<file path="src/csd_pkg.sv">
// Function
// - sync marker high throughout every opcode fetch cycle, low otherwise
// - ready low during the fetch cycle freezes the core until ready returns
// - no bus writes while reset is held low
// - reset sequence starts right at the reset release
// - after six init cycles set interrupt mask, load pc from fffc/fffd
// - cycle counter zeroed at each fetch, advanced every cycle otherwise
// - 16-bit pc drives the address bus and increments per program byte
// - fetched opcode latched into instruction register and decoded
// - one stateless alu does arithmetic, logic and register steps, not pc
// - 8-bit accumulator is main operand and result of alu operations
// - two 8-bit index registers added to base in indexed modes
// - 8-bit stack pointer addresses page one, steps on push and interrupt
// - 8-bit status register holds seven flags set by program and core
// - instruction set of loads, stores, alu, shifts, transfers, flags, jumps
// - accumulator mode is one byte long with no memory operand access
// - immediate mode uses the second byte as the operand
// - absolute mode address is second byte low, third byte high
// - page-zero mode uses second byte with high address byte forced zero
// - indexed page-zero adds index to second byte dropping the carry
// - ready low during a write is ignored until the next read cycle
// - interrupt entry loads pc low from fffe and high from ffff
package csd_pkg;
  localparam int ADDR_W = 16;
  localparam int DATA_W = 8;
  localparam int CYC_W = 3;
  localparam logic [CYC_W-1:0] INIT_CYCLES = 3'h6;
  localparam logic [15:0] VEC_RESET = 16'hfffc;
  localparam logic [15:0] VEC_IRQ = 16'hfffe;
  localparam logic [15:0] ADDR_RESET = 16'h0000;
  localparam logic [7:0] STACK_PAGE = 8'h01;
  localparam logic [7:0] ZERO_PAGE = 8'h00;
  localparam logic [7:0] SP_RESET = 8'hff;
  localparam logic [7:0] P_RESET = 8'h20;
  localparam int FL_C = 0;
  localparam int FL_Z = 1;
  localparam int FL_I = 2;
  localparam int FL_D = 3;
  localparam int FL_B = 4;
  localparam int FL_V = 6;
  localparam int FL_N = 7;
  localparam logic [7:0] OP_JMP_ABS = 8'h4c;
  localparam logic [7:0] OP_PHA = 8'h48;
  localparam logic [7:0] OP_INX = 8'he8;
  localparam logic [7:0] OP_INY = 8'hc8;
  localparam logic [7:0] OP_DEX = 8'hca;
  localparam logic [7:0] OP_DEY = 8'h88;
  localparam logic [7:0] OP_TAX = 8'haa;
  localparam logic [7:0] OP_TAY = 8'ha8;
  localparam logic [7:0] OP_TXA = 8'h8a;
  localparam logic [7:0] OP_TYA = 8'h98;
  localparam logic [7:0] OP_TSX = 8'hba;
  localparam logic [7:0] OP_TXS = 8'h9a;
  localparam logic [7:0] OP_ASL_A = 8'h0a;
  localparam logic [7:0] OP_ROL_A = 8'h2a;
  localparam logic [7:0] OP_LSR_A = 8'h4a;
  localparam logic [7:0] OP_ROR_A = 8'h6a;
  localparam logic [7:0] OP_CLC = 8'h18;
  localparam logic [7:0] OP_SEC = 8'h38;
  localparam logic [7:0] OP_CLI = 8'h58;
  localparam logic [7:0] OP_SEI = 8'h78;
  localparam logic [7:0] OP_CLV = 8'hb8;
  localparam logic [7:0] OP_CLD = 8'hd8;
  localparam logic [7:0] OP_SED = 8'hf8;
  typedef enum logic [3:0] {
    S_INIT, S_VL, S_VH, S_FETCH, S_OP1, S_OP2, S_IDX,
    S_MEM, S_PUSH, S_IRQ1, S_IRQ2, S_IRQ3
  } csd_state_type;
  typedef enum logic [2:0] {
    implied_mode, immediate_operand_mode, page_zero_mode,
    page_zero_indexed_mode, absolute_mode
  } csd_mode_type;
  typedef enum logic [3:0] {
    ALU_PASS, ALU_OR, ALU_AND, ALU_EOR, ALU_ADC, ALU_SBC, ALU_CMP,
    ALU_INC, ALU_DEC, ALU_ASL, ALU_ROL, ALU_LSR, ALU_ROR
  } csd_alu_type;
endpackage

</file>
<file path="src/csd_core.sv">
`timescale 1ns/1ps
module csd_core (
  // clock, reset, enable
  input wire logic core_clk,
  input wire logic reset_n,
  input wire logic clk_en,
  // control inputs
  input wire logic ready,
  input wire logic irq_n,
  // memory bus
  output logic [csd_pkg::ADDR_W-1:0] addr_ff,
  input wire logic [csd_pkg::DATA_W-1:0] data_in,
  output logic [csd_pkg::DATA_W-1:0] data_out_ff,
  output logic data_oe_ff,
  output logic rw_ff,
  output logic sync_ff
);
  import csd_pkg::*;

  // ----------------------------------------
  // state
  // ----------------------------------------
  csd_state_type st_ff, nxt_st_ff;
  logic [CYC_W-1:0] cyc_ff, nxt_cyc_ff;
  logic [15:0] pc_ff, nxt_pc_ff;
  logic [7:0] ir_ff, nxt_ir_ff;
  logic [7:0] a_ff, nxt_a_ff;
  logic [7:0] x_ff, nxt_x_ff;
  logic [7:0] y_ff, nxt_y_ff;
  logic [7:0] sp_ff, nxt_sp_ff;
  logic [7:0] p_ff, nxt_p_ff;
  logic [7:0] lo_ff, nxt_lo_ff;
  logic vec_ff, nxt_vec_ff;
  logic [15:0] nxt_addr_ff;
  logic [7:0] nxt_data_out_ff;
  logic nxt_data_oe_ff;
  logic nxt_rw_ff;
  logic nxt_sync_ff;
  logic adv;
  logic done;
  logic exec_now;

  // read cycles stall on ready low; writes ignore ready and stall only on clk_en low
  assign adv = clk_en && (ready || !rw_ff);

  // ----------------------------------------
  // decode
  // ----------------------------------------
  csd_mode_type mode;
  logic [1:0] grp;
  logic [2:0] md;
  logic [2:0] opf;
  logic is_store;
  logic [7:0] store_val;
  logic [7:0] idx_val;

  assign grp = ir_ff[1:0];
  assign md = ir_ff[4:2];
  assign opf = ir_ff[7:5];
  assign is_store = (opf == 3'h4) && (grp != 2'h3);
  assign store_val = (grp == 2'h1) ? a_ff : ((grp == 2'h2) ? x_ff : y_ff);
  assign idx_val = (grp == 2'h2) ? y_ff : x_ff;

  // unlisted opcodes fall through as no-ops, two cycles long when decoded as implied
  always_comb begin
    mode = implied_mode;
    if (ir_ff == OP_JMP_ABS) begin
      mode = absolute_mode;
    end else if (grp == 2'h3 || ir_ff[3:0] == 4'h8 || ir_ff[3:0] == 4'ha) begin
      mode = implied_mode;
    end else if ((grp == 2'h1 && md == 3'h2) || (grp != 2'h1 && md == 3'h0 && ir_ff[7])) begin
      mode = immediate_operand_mode;
    end else if (md == 3'h1) begin
      mode = page_zero_mode;
    end else if (md == 3'h5) begin
      mode = page_zero_indexed_mode;
    end else if (md == 3'h3) begin
      mode = absolute_mode;
    end
  end

  // ----------------------------------------
  // operation select
  // ----------------------------------------
  csd_alu_type alu_op;
  logic [7:0] alu_a;
  logic [7:0] alu_b;
  logic [7:0] alu_r;
  logic alu_c;
  logic alu_v;
  logic [8:0] sum;
  logic wr_a, wr_x, wr_y, wr_sp;
  logic upd_nz, upd_c, upd_v;

  always_comb begin
    alu_op = ALU_PASS;
    alu_a = a_ff;
    alu_b = data_in;
    wr_a = 1'b0;
    wr_x = 1'b0;
    wr_y = 1'b0;
    wr_sp = 1'b0;
    upd_nz = 1'b0;
    upd_c = 1'b0;
    upd_v = 1'b0;
    if (mode == implied_mode) begin
      case (ir_ff)
        OP_INX, OP_DEX: begin
          // bit 6 is set in both codes, bit 5 tells them apart
          alu_op = ir_ff[5] ? ALU_INC : ALU_DEC;
          alu_a = x_ff;
          wr_x = 1'b1;
          upd_nz = 1'b1;
        end
        OP_INY, OP_DEY: begin
          alu_op = ir_ff[6] ? ALU_INC : ALU_DEC;
          alu_a = y_ff;
          wr_y = 1'b1;
          upd_nz = 1'b1;
        end
        OP_TAX, OP_TAY: begin
          alu_b = a_ff;
          wr_x = ir_ff[1];
          wr_y = !ir_ff[1];
          upd_nz = 1'b1;
        end
        OP_TXA, OP_TYA: begin
          alu_b = ir_ff[1] ? x_ff : y_ff;
          wr_a = 1'b1;
          upd_nz = 1'b1;
        end
        OP_TSX: begin
          alu_b = sp_ff;
          wr_x = 1'b1;
          upd_nz = 1'b1;
        end
        OP_TXS: begin
          alu_b = x_ff;
          wr_sp = 1'b1;
        end
        OP_ASL_A, OP_ROL_A, OP_LSR_A, OP_ROR_A: begin
          alu_op = csd_alu_type'(ALU_ASL + ir_ff[6:5]);
          wr_a = 1'b1;
          upd_nz = 1'b1;
          upd_c = 1'b1;
        end
        default: begin
        end
      endcase
    end else if (grp == 2'h1) begin
      upd_nz = !is_store;
      wr_a = !is_store && (opf != 3'h6);
      case (opf)
        3'h0: alu_op = ALU_OR;
        3'h1: alu_op = ALU_AND;
        3'h2: alu_op = ALU_EOR;
        3'h3: alu_op = ALU_ADC;
        3'h6: alu_op = ALU_CMP;
        3'h7: alu_op = ALU_SBC;
        default: alu_op = ALU_PASS;
      endcase
      upd_c = (opf == 3'h3) || (opf >= 3'h6);
      upd_v = (opf == 3'h3) || (opf == 3'h7);
    end else if (opf == 3'h5) begin
      wr_x = (grp == 2'h2);
      wr_y = (grp == 2'h0);
      upd_nz = 1'b1;
    end else if (opf >= 3'h6 && grp == 2'h0) begin
      alu_op = ALU_CMP;
      alu_a = opf[0] ? x_ff : y_ff;
      upd_nz = 1'b1;
      upd_c = 1'b1;
    end
  end

  // ----------------------------------------
  // alu, no storage; decimal mode not modelled
  // ----------------------------------------
  always_comb begin
    sum = 9'h000;
    alu_r = alu_b;
    alu_c = p_ff[FL_C];
    alu_v = p_ff[FL_V];
    case (alu_op)
      ALU_OR: alu_r = alu_a | alu_b;
      ALU_AND: alu_r = alu_a & alu_b;
      ALU_EOR: alu_r = alu_a ^ alu_b;
      ALU_ADC, ALU_SBC, ALU_CMP: begin
        sum = {1'b0, alu_a} + {1'b0, (alu_op == ALU_ADC) ? alu_b : ~alu_b}
            + {8'h00, (alu_op == ALU_CMP) ? 1'b1 : p_ff[FL_C]};
        alu_r = sum[7:0];
        alu_c = sum[8];
        alu_v = (alu_a[7] == ((alu_op == ALU_ADC) ? alu_b[7] : !alu_b[7]))
            && (alu_r[7] != alu_a[7]);
      end
      ALU_INC: alu_r = alu_a + 8'h01;
      ALU_DEC: alu_r = alu_a - 8'h01;
      ALU_ASL: {alu_c, alu_r} = {alu_a, 1'b0};
      ALU_ROL: {alu_c, alu_r} = {alu_a, p_ff[FL_C]};
      ALU_LSR: {alu_r, alu_c} = {1'b0, alu_a};
      ALU_ROR: {alu_r, alu_c} = {p_ff[FL_C], alu_a};
      default: alu_r = alu_b;
    endcase
  end

  // ----------------------------------------
  // sequencer
  // ----------------------------------------
  always_comb begin
    nxt_st_ff = st_ff;
    nxt_cyc_ff = cyc_ff + 3'h1;
    nxt_pc_ff = pc_ff;
    nxt_ir_ff = ir_ff;
    nxt_a_ff = a_ff;
    nxt_x_ff = x_ff;
    nxt_y_ff = y_ff;
    nxt_sp_ff = sp_ff;
    nxt_p_ff = p_ff;
    nxt_lo_ff = lo_ff;
    nxt_vec_ff = vec_ff;
    nxt_addr_ff = addr_ff;
    nxt_data_out_ff = data_out_ff;
    nxt_data_oe_ff = 1'b0;
    nxt_rw_ff = 1'b1;
    nxt_sync_ff = 1'b0;
    done = 1'b0;
    exec_now = 1'b0;
    case (st_ff)
      S_INIT: begin
        if (cyc_ff == INIT_CYCLES - 3'h1) begin
          nxt_p_ff[FL_I] = 1'b1;
          nxt_vec_ff = 1'b0;
          nxt_addr_ff = VEC_RESET;
          nxt_st_ff = S_VL;
        end
      end
      S_VL: begin
        nxt_pc_ff[7:0] = data_in;
        nxt_addr_ff = (vec_ff ? VEC_IRQ : VEC_RESET) + 16'h0001;
        nxt_st_ff = S_VH;
      end
      S_VH: begin
        nxt_pc_ff[15:8] = data_in;
        done = 1'b1;
      end
      S_FETCH: begin
        nxt_ir_ff = data_in;
        nxt_pc_ff = pc_ff + 16'h0001;
        nxt_addr_ff = pc_ff + 16'h0001;
        nxt_st_ff = S_OP1;
      end
      S_OP1: begin
        nxt_lo_ff = data_in;
        case (mode)
          implied_mode: begin
            if (ir_ff == OP_PHA) begin
              nxt_addr_ff = {STACK_PAGE, sp_ff};
              nxt_data_out_ff = a_ff;
              nxt_data_oe_ff = 1'b1;
              nxt_rw_ff = 1'b0;
              nxt_sp_ff = sp_ff - 8'h01;
              nxt_st_ff = S_PUSH;
            end else begin
              exec_now = 1'b1;
              done = 1'b1;
            end
          end
          immediate_operand_mode: begin
            nxt_pc_ff = pc_ff + 16'h0001;
            exec_now = 1'b1;
            done = 1'b1;
          end
          page_zero_mode: begin
            nxt_pc_ff = pc_ff + 16'h0001;
            nxt_addr_ff = {ZERO_PAGE, data_in};
            nxt_st_ff = S_MEM;
          end
          page_zero_indexed_mode: begin
            nxt_pc_ff = pc_ff + 16'h0001;
            nxt_addr_ff = {ZERO_PAGE, data_in};
            nxt_st_ff = S_IDX;
          end
          default: begin
            nxt_pc_ff = pc_ff + 16'h0001;
            nxt_addr_ff = pc_ff + 16'h0001;
            nxt_st_ff = S_OP2;
          end
        endcase
      end
      S_IDX: begin
        // 8-bit add wraps inside page zero
        nxt_addr_ff = {ZERO_PAGE, lo_ff + idx_val};
        nxt_st_ff = S_MEM;
      end
      S_OP2: begin
        nxt_pc_ff = pc_ff + 16'h0001;
        if (ir_ff == OP_JMP_ABS) begin
          nxt_pc_ff = {data_in, lo_ff};
          done = 1'b1;
        end else begin
          nxt_addr_ff = {data_in, lo_ff};
          nxt_st_ff = S_MEM;
        end
      end
      S_MEM: begin
        exec_now = rw_ff;
        done = 1'b1;
      end
      S_PUSH: done = 1'b1;
      S_IRQ1: begin
        nxt_addr_ff = {STACK_PAGE, sp_ff};
        nxt_data_out_ff = pc_ff[7:0];
        nxt_data_oe_ff = 1'b1;
        nxt_rw_ff = 1'b0;
        nxt_sp_ff = sp_ff - 8'h01;
        nxt_st_ff = S_IRQ2;
      end
      S_IRQ2: begin
        nxt_addr_ff = {STACK_PAGE, sp_ff};
        nxt_data_out_ff = p_ff;
        nxt_data_out_ff[FL_B] = 1'b0;
        nxt_data_oe_ff = 1'b1;
        nxt_rw_ff = 1'b0;
        nxt_sp_ff = sp_ff - 8'h01;
        nxt_st_ff = S_IRQ3;
      end
      S_IRQ3: begin
        nxt_p_ff[FL_I] = 1'b1;
        nxt_vec_ff = 1'b1;
        nxt_addr_ff = VEC_IRQ;
        nxt_st_ff = S_VL;
      end
      default: nxt_st_ff = S_INIT;
    endcase
    if (st_ff == S_OP1 || st_ff == S_OP2 || st_ff == S_IDX) begin
      if (nxt_st_ff == S_MEM) begin
        nxt_rw_ff = !is_store;
        nxt_data_oe_ff = is_store;
        nxt_data_out_ff = store_val;
      end
    end
    if (exec_now) begin
      if (wr_a) nxt_a_ff = alu_r;
      if (wr_x) nxt_x_ff = alu_r;
      if (wr_y) nxt_y_ff = alu_r;
      if (wr_sp) nxt_sp_ff = alu_r;
      if (upd_nz) begin
        nxt_p_ff[FL_N] = alu_r[7];
        nxt_p_ff[FL_Z] = (alu_r == 8'h00);
      end
      if (upd_c) nxt_p_ff[FL_C] = alu_c;
      if (upd_v) nxt_p_ff[FL_V] = alu_v;
      case (ir_ff)
        OP_CLC, OP_SEC: nxt_p_ff[FL_C] = ir_ff[5];
        OP_CLI, OP_SEI: nxt_p_ff[FL_I] = ir_ff[5];
        OP_CLD, OP_SED: nxt_p_ff[FL_D] = ir_ff[5];
        OP_CLV: nxt_p_ff[FL_V] = 1'b0;
        default: begin
        end
      endcase
    end
    // interrupts are taken only between instructions
    if (done) begin
      if (!irq_n && !nxt_p_ff[FL_I]) begin
        nxt_addr_ff = {STACK_PAGE, nxt_sp_ff};
        nxt_data_out_ff = nxt_pc_ff[15:8];
        nxt_data_oe_ff = 1'b1;
        nxt_rw_ff = 1'b0;
        nxt_sp_ff = nxt_sp_ff - 8'h01;
        nxt_st_ff = S_IRQ1;
      end else begin
        nxt_addr_ff = nxt_pc_ff;
        nxt_sync_ff = 1'b1;
        nxt_cyc_ff = '0;
        nxt_st_ff = S_FETCH;
      end
    end
  end

  // ----------------------------------------
  // registers
  // ----------------------------------------
  always_ff @(posedge core_clk or negedge reset_n) begin
    if (!reset_n) begin
      st_ff <= S_INIT;
      cyc_ff <= '0;
      pc_ff <= ADDR_RESET;
      ir_ff <= '0;
      a_ff <= '0;
      x_ff <= '0;
      y_ff <= '0;
      sp_ff <= SP_RESET;
      p_ff <= P_RESET;
      lo_ff <= '0;
      vec_ff <= 1'b0;
      addr_ff <= ADDR_RESET;
      data_out_ff <= '0;
      data_oe_ff <= 1'b0;
      rw_ff <= 1'b1;
      sync_ff <= 1'b0;
    end else if (adv) begin
      st_ff <= nxt_st_ff;
      cyc_ff <= nxt_cyc_ff;
      pc_ff <= nxt_pc_ff;
      ir_ff <= nxt_ir_ff;
      a_ff <= nxt_a_ff;
      x_ff <= nxt_x_ff;
      y_ff <= nxt_y_ff;
      sp_ff <= nxt_sp_ff;
      p_ff <= nxt_p_ff;
      lo_ff <= nxt_lo_ff;
      vec_ff <= nxt_vec_ff;
      addr_ff <= nxt_addr_ff;
      data_out_ff <= nxt_data_out_ff;
      data_oe_ff <= nxt_data_oe_ff;
      rw_ff <= nxt_rw_ff;
      sync_ff <= nxt_sync_ff;
    end
  end
endmodule

</file>
<file path="config.mk">
export PLATFORM = sky130hd
export DESIGN_NAME = csd_core
export DESIGN_NICKNAME = d
export VERILOG_FILES = /design/src/csd_pkg.sv /design/src/csd_core.sv
export SDC_FILE = /design/constraint.sdc
export NUM_CORES = 1
export LEC_CHECK = 0
export CORE_AREA = 2 2 152 154
export CTS_CLUSTER_DIAMETER = 50
export DETAILED_ROUTE_END_ITERATION = 8
export DIE_AREA = 0 0 154 156
export DONT_BUFFER_PORTS = 1
export PLACE_DENSITY = 0.67
export SLEW_MARGIN = 20
export SYNTH_ARGS = -nofsm -noshare
export SYNTH_HDL_FRONTEND = slang
export SYNTH_SLANG_ARGS = --single-unit
</file>
<file path="constraint.sdc">
create_clock -name core_clk -period 9.9 [get_ports core_clk]
set_input_delay 2.97 -clock core_clk [delete_from_list [all_inputs] [get_ports core_clk]]
set_output_delay 2.97 -clock core_clk [all_outputs]
set_load 0.1 [all_outputs]
</file>
[After elaboration in Yosys (flattened, before gate mapping)]
Cells that the tools add are included.
Word-level totals
  output and inout bits: 27
  input port bits: 13
  register bits after elaboration: 105
  word-level logic and storage cells: 298
Operators by class
  equal/unequal tests: 77
  bitwise gates (word level): 4
  add/sub/neg operators: 11
  magnitude comparators: 1
  mux-type cells: 122
  reduce and logical (&&, ||, !) cells: 63
Operators with widths (number)
  $mux 8: 23
  $pmux 16 s8: 1
  $mux 16: 7
  $eq 8x8->1 const B: 13
  $pmux 8 s4: 3
  $pmux 8 s10: 1
  $eq 8x7->1 const B: 6
  $mux 1: 48
  $pmux 16 s3: 1
  $eq 4x4->1 const B: 11
  $pmux 4 s10: 1
  $eq 4x3->1 const B: 9
  $mux 4: 9
  $mux 3: 11
  $pmux 8 s2: 2
  $pmux 8 s3: 1
  $sub 8x1->8 const B: 3
  $reduce_or 2->1: 11
  $eq 3x2->1 const B: 6
  $eq 3x3->1 const B: 6
  $pmux 3 s6: 1
  $reduce_and 3->1: 6
  $add 16x1->16 const B: 1
  $eq 4x2->1 const B: 4
  other kinds (47): 93

[Logic depth before layout (Yosys ltp)]
  depth after elaboration: 21
  gate-level depth with buffers: 22
  gate-level depth less buffers: 21

[Worst setup path before layout]
Ideal clock, no wire load.
  path type: input -> register
  start point: input data_in[0] (netlist bit)
  end point: register sp_ff[7]
  library setup time: 65 ps
  path slack: 3724 ps
  buffers on the path: 0
  required time: 9835 ps
  data arrival time: 6112 ps
  stages on the path: 16
  cell sequence: a22oi_1 nand2_1 xnor2_1 fa_1 fa_1 nor2b_1 o21ai_0 nand2b_1 xor2_1 mux2_2 a22oi_1 a32oi_1 o31ai_4 nand3_2 or4_1 nand3_1
Between the ends
  longest elaborated chain between the ends: 12
  elaborated cells on any way between the ends: 15
  those cells by class: add/sub: 3; mux: 8; bitwise: 4
Ends and longest elaborated chain
  from (decl): line csd_core.sv:12  | input wire logic [csd_pkg::DATA_W-1:0] data_in,
  $pmux 8 s4: line csd_core.sv:107  | case (ir_ff)
  $mux 8 (*): line csd_core.sv:106  | if (mode == implied_mode) begin
  $not 8->8: line csd_core.sv:189  | sum = {1'b0, alu_a} + {1'b0, (alu_op == ALU_ADC) ? alu_b : ~alu_b}
  $mux 8: line csd_core.sv:189
  $add 8x8->9: line csd_core.sv:189
  $add 9x1->9: line csd_core.sv:190  | + {8'h00, (alu_op == ALU_CMP) ? 1'b1 : p_ff[FL_C]};
  $pmux 8 s10 (*): line csd_core.sv:184  | case (alu_op)
  $mux 8 (*): line csd_core.sv:346  | if (wr_sp) nxt_sp_ff = alu_r;
  $mux 8 (*): line csd_core.sv:342  | if (exec_now) begin
  $sub 8x1->8: line csd_core.sv:369  | nxt_sp_ff = nxt_sp_ff - 8'h01;
  $mux 8: line csd_core.sv:364  | if (!irq_n && !nxt_p_ff[FL_I]) begin
  $mux 8 (*): line csd_core.sv:363  | if (done) begin
  to (signal assigned): line csd_core.sv:409  | sp_ff <= nxt_sp_ff;
  to (decl): line csd_core.sv:30  | logic [7:0] sp_ff, nxt_sp_ff;
Mark *: on every way between the ends. The rest lies on a longest branch, timed or not.
A chain may end at the register's enable or synchronous reset.

[Worst setup path after layout]
Ends and elaborated chain as after synthesis.

==> metrics <==
Static Leak=4.27 nW; num ports=40; data required time at the worst endpoint=10.21 ns; clk sinks=105; CP startpoint kind=primary input; Hold Slack=0.523 ns; area added between synthesis and finish=5.54%; Net count, final=1,271; Finish-stage setup viols=0; top_reg_cell synth=dfrtp_1; post-CTS setup buffer count=0; Avg Cell Area, Syn=7.95 µm²; Hold Violations, Final=0; CTS max path bufs=2; critical path peak fanout=7; Crit. End Element=flip-flop; Worst Clk Skew=0.0125 ns; final max-slew violation count=0; initial drt markers=1,463; Synth top area share=24.1%; cell area after layout=0.0105 mm²; die width=154 µm; Via density=6.86; fin crit period=6.32 ns; placed cell areas=0.0102 mm²; RSZ-0062 raised after global routing=no; relative slew slack=26.5%; post-route ant nets=0; post-synth net total=1,317; # resized after CTS=0; routed len/inst=24.8 µm; vias in the first global route=9,305; FILL cells=2,171; Final Wtd Congestion=1.01; fmax=158 MHz; Pwr Total=3.78 mW; die area=0.0240 mm²; Worst-Skew Late Latency=0.37 ns; power per cell area=359 mW/mm²; Total GRT Usage=30.5%; Max VDD drop=202 µV; Fin Setup TNS=0 ns; status=complete, no violations; slew of the pin with the lowest slew margin=1.09 ns; Initial Utilization=44.6%; final wirelength=37.2 mm; Seq/Total Area, Yosys=26.4%; Die H=156 µm; clock root buffer=clkbuf_16; Seq. cell area=0.00264 mm²; R2R setup slack=3.67 ns; Core ar.=0.0224 mm²; initial antenna violation count=0; post-DP HPWL=27.0 mm; Yosys top cell by area=dfrtp_1; utilization after layout=47.1%; Yosys reg bits=105; via count=10,300; drt drc=0; top cells by area, synth=dfrtp_1 24%, mux2_2 5.8%, nand2_1 5.7%; worst hold path class=flip-flop to flip-flop; cts hold-fix bufs=0; Cell Area, Synth=0.00998 mm²; asr flop ratio synth=100%; number of flops mapped to enable cells by yosys=0; crit share post-route=63.9%; clk slew on worst S/H paths=0.08 ns; router iterations before antenna repair=7; Yosys cell types=80; cells after synthesis=1,255; area of the multi-input gates=0.00692 mm²; Crit Path Class=primary input to flip-flop; global-route wire length before repair=56.6 mm; Synth warnings=0; total CTS buffers=9; Port Buffers=0; H-tree depth=3; global route overflow=0; layout cells sized above 1=10.4%; Max-Cap Viols=0; CTS tree=yes; largest net degree at the start of global routing=106; Row Count=55; Arrival @ worst endpoint=6.63 ns
==> registers in the layout, summed over array words and instances, names as in the netlist <==
name         flops
cyc_ff           3
ir_ff            8
y_ff             8
x_ff             8
vec_ff           1
data_out_ff      8
rw_ff            1
sync_ff          1
a_ff             8
addr_ff         16
data_oe_ff       1
p_ff             6
pc_ff           16
lo_ff            8
sp_ff            8
st_ff            4
==> area by class of cell <==
| cell class | instances | area share [%] |
|---|---|---|
| inverters | 39 | 1.39 |
| clock buffers | 10 | 2.17 |
| repair buffers | 20 | 1.43 |
| well taps | 285 | 3.38 |
| flip-flops and latches | 105 | 25.0 |
| clock inverters | 6 | 0.914 |
| diodes | 1 | 0.0238 |
| multi-input cells | 1034 | 65.6 |
==> worst max-delay path: stages <==
cell      delay, ns
a22oi_1        0.14
nand2_1        0.23
xnor2_1        0.21
fa_1           0.46
fa_1           0.48
nor2b_1        0.14
o21ai_0        0.09
nand2b_1       0.11
xor2_1         0.07
mux2_2         0.27
a22oi_1        0.16
a32oi_1        0.28
o31ai_4        0.34
nand3_2        0.13
or4_1          0.44
nand3_1        0.09
==> routing by layer <==
metal | global-route usage, % | share of wire [%]
met1 | 43.2 | 42
met2 | 45.9 | 43
met3 | 7.78 | 12
met4 | 8.99 | 3.2
met5 | 0 | 0
==> synthesized netlist by cell type (all sizes together) (6+ instances only) <==
| cell type | count |
|---|---|
| a211oi | 18 |
| a21o | 17 |
| a21oi | 89 |
| a221o | 7 |
| a221oi | 22 |
| a222oi | 19 |
| a22o | 6 |
| a22oi | 30 |
| a31oi | 27 |
| and2 | 6 |
| and3 | 19 |
| buf | 15 |
| clkbuf | 62 |
| dfrtp | 96 |
| dfstp | 9 |
| ha | 45 |
| inv | 38 |
| mux2 | 51 |
| mux2i | 22 |
| nand2 | 152 |
| nand2b | 17 |
| nand3 | 32 |
| nor2 | 101 |
| nor2b | 23 |
| nor3 | 30 |
| nor3b | 6 |
| nor4 | 9 |
| o211ai | 15 |
| o21a | 6 |
| o21ai | 100 |
| o221ai | 6 |
| o22ai | 12 |
| o31a | 6 |
| o31ai | 9 |
| or2 | 11 |
| or3 | 10 |
| xnor2 | 38 |
| xor2 | 18 |
==> cell usage in the layout, fill, tap and decap left out, types with 22 or more instances in the layout <==
cell / instances
a21oi_1: 86
a221oi_1: 22
a22oi_1: 30
a31oi_1: 27
dfrtp_1: 96
ha_1: 45
inv_1: 38
mux2_2: 51
mux2i_1: 22
nand2_1: 152
nand3_1: 31
nor2_1: 100
nor2b_1: 23
nor3_1: 28
o21ai_0: 88
xnor2_1: 38
==> logic make-up (layout without fill, tap and decap cells) <==
group	count (synthesis)	after routing	share of synthesized area (%)
buf+inv	116	75	4.54
flops	105	105	26.4
fa+ha+maj	49	49	6.44
other cells	0	1	0
mux	73	73	7.96
xor+xnor	56	56	4.91
simple gates	435	435	21.1
compound gates	421	421	28.7
==> power by group <==
| group | switching, mW | internal, mW | leakage [nW] |
|---|---|---|---|
| clock | 0.181 | 0.226 | 0.156 |
| combinational | 1.33 | 0.775 | 2.81 |
| sequential | 0.678 | 0.589 | 1.31 |
| total | 2.19 | 1.59 | 4.27 |
==> worst paths after layout <==
| kind | from | end | depth (start not counted) |
|---|---|---|---|
| setup / recovery | data_in[0] | sp_ff[7] | 16 |
| hold / removal | cyc_ff[1] | cyc_ff[1] | 2 |
| setup reg to reg | ir_ff[6] | sp_ff[7] | 21 |
| hold reg to reg | cyc_ff[1] | cyc_ff[1] | 2 |
| max in group asynchronous | reset_n | rw_ff | 0 |
| min in group asynchronous | reset_n | y_ff[6] | 0 |
==> through the flow <==
stage,cells,worst slack (ns)
after floorplan,1255,3.72
after global placement,1483,3.29
after detailed placement,1483,3.25
after CTS,1499,3.61
after global routing,1499,3.25
final,1500,3.58
No activity file was read; power rests on OpenSTA's default activity.
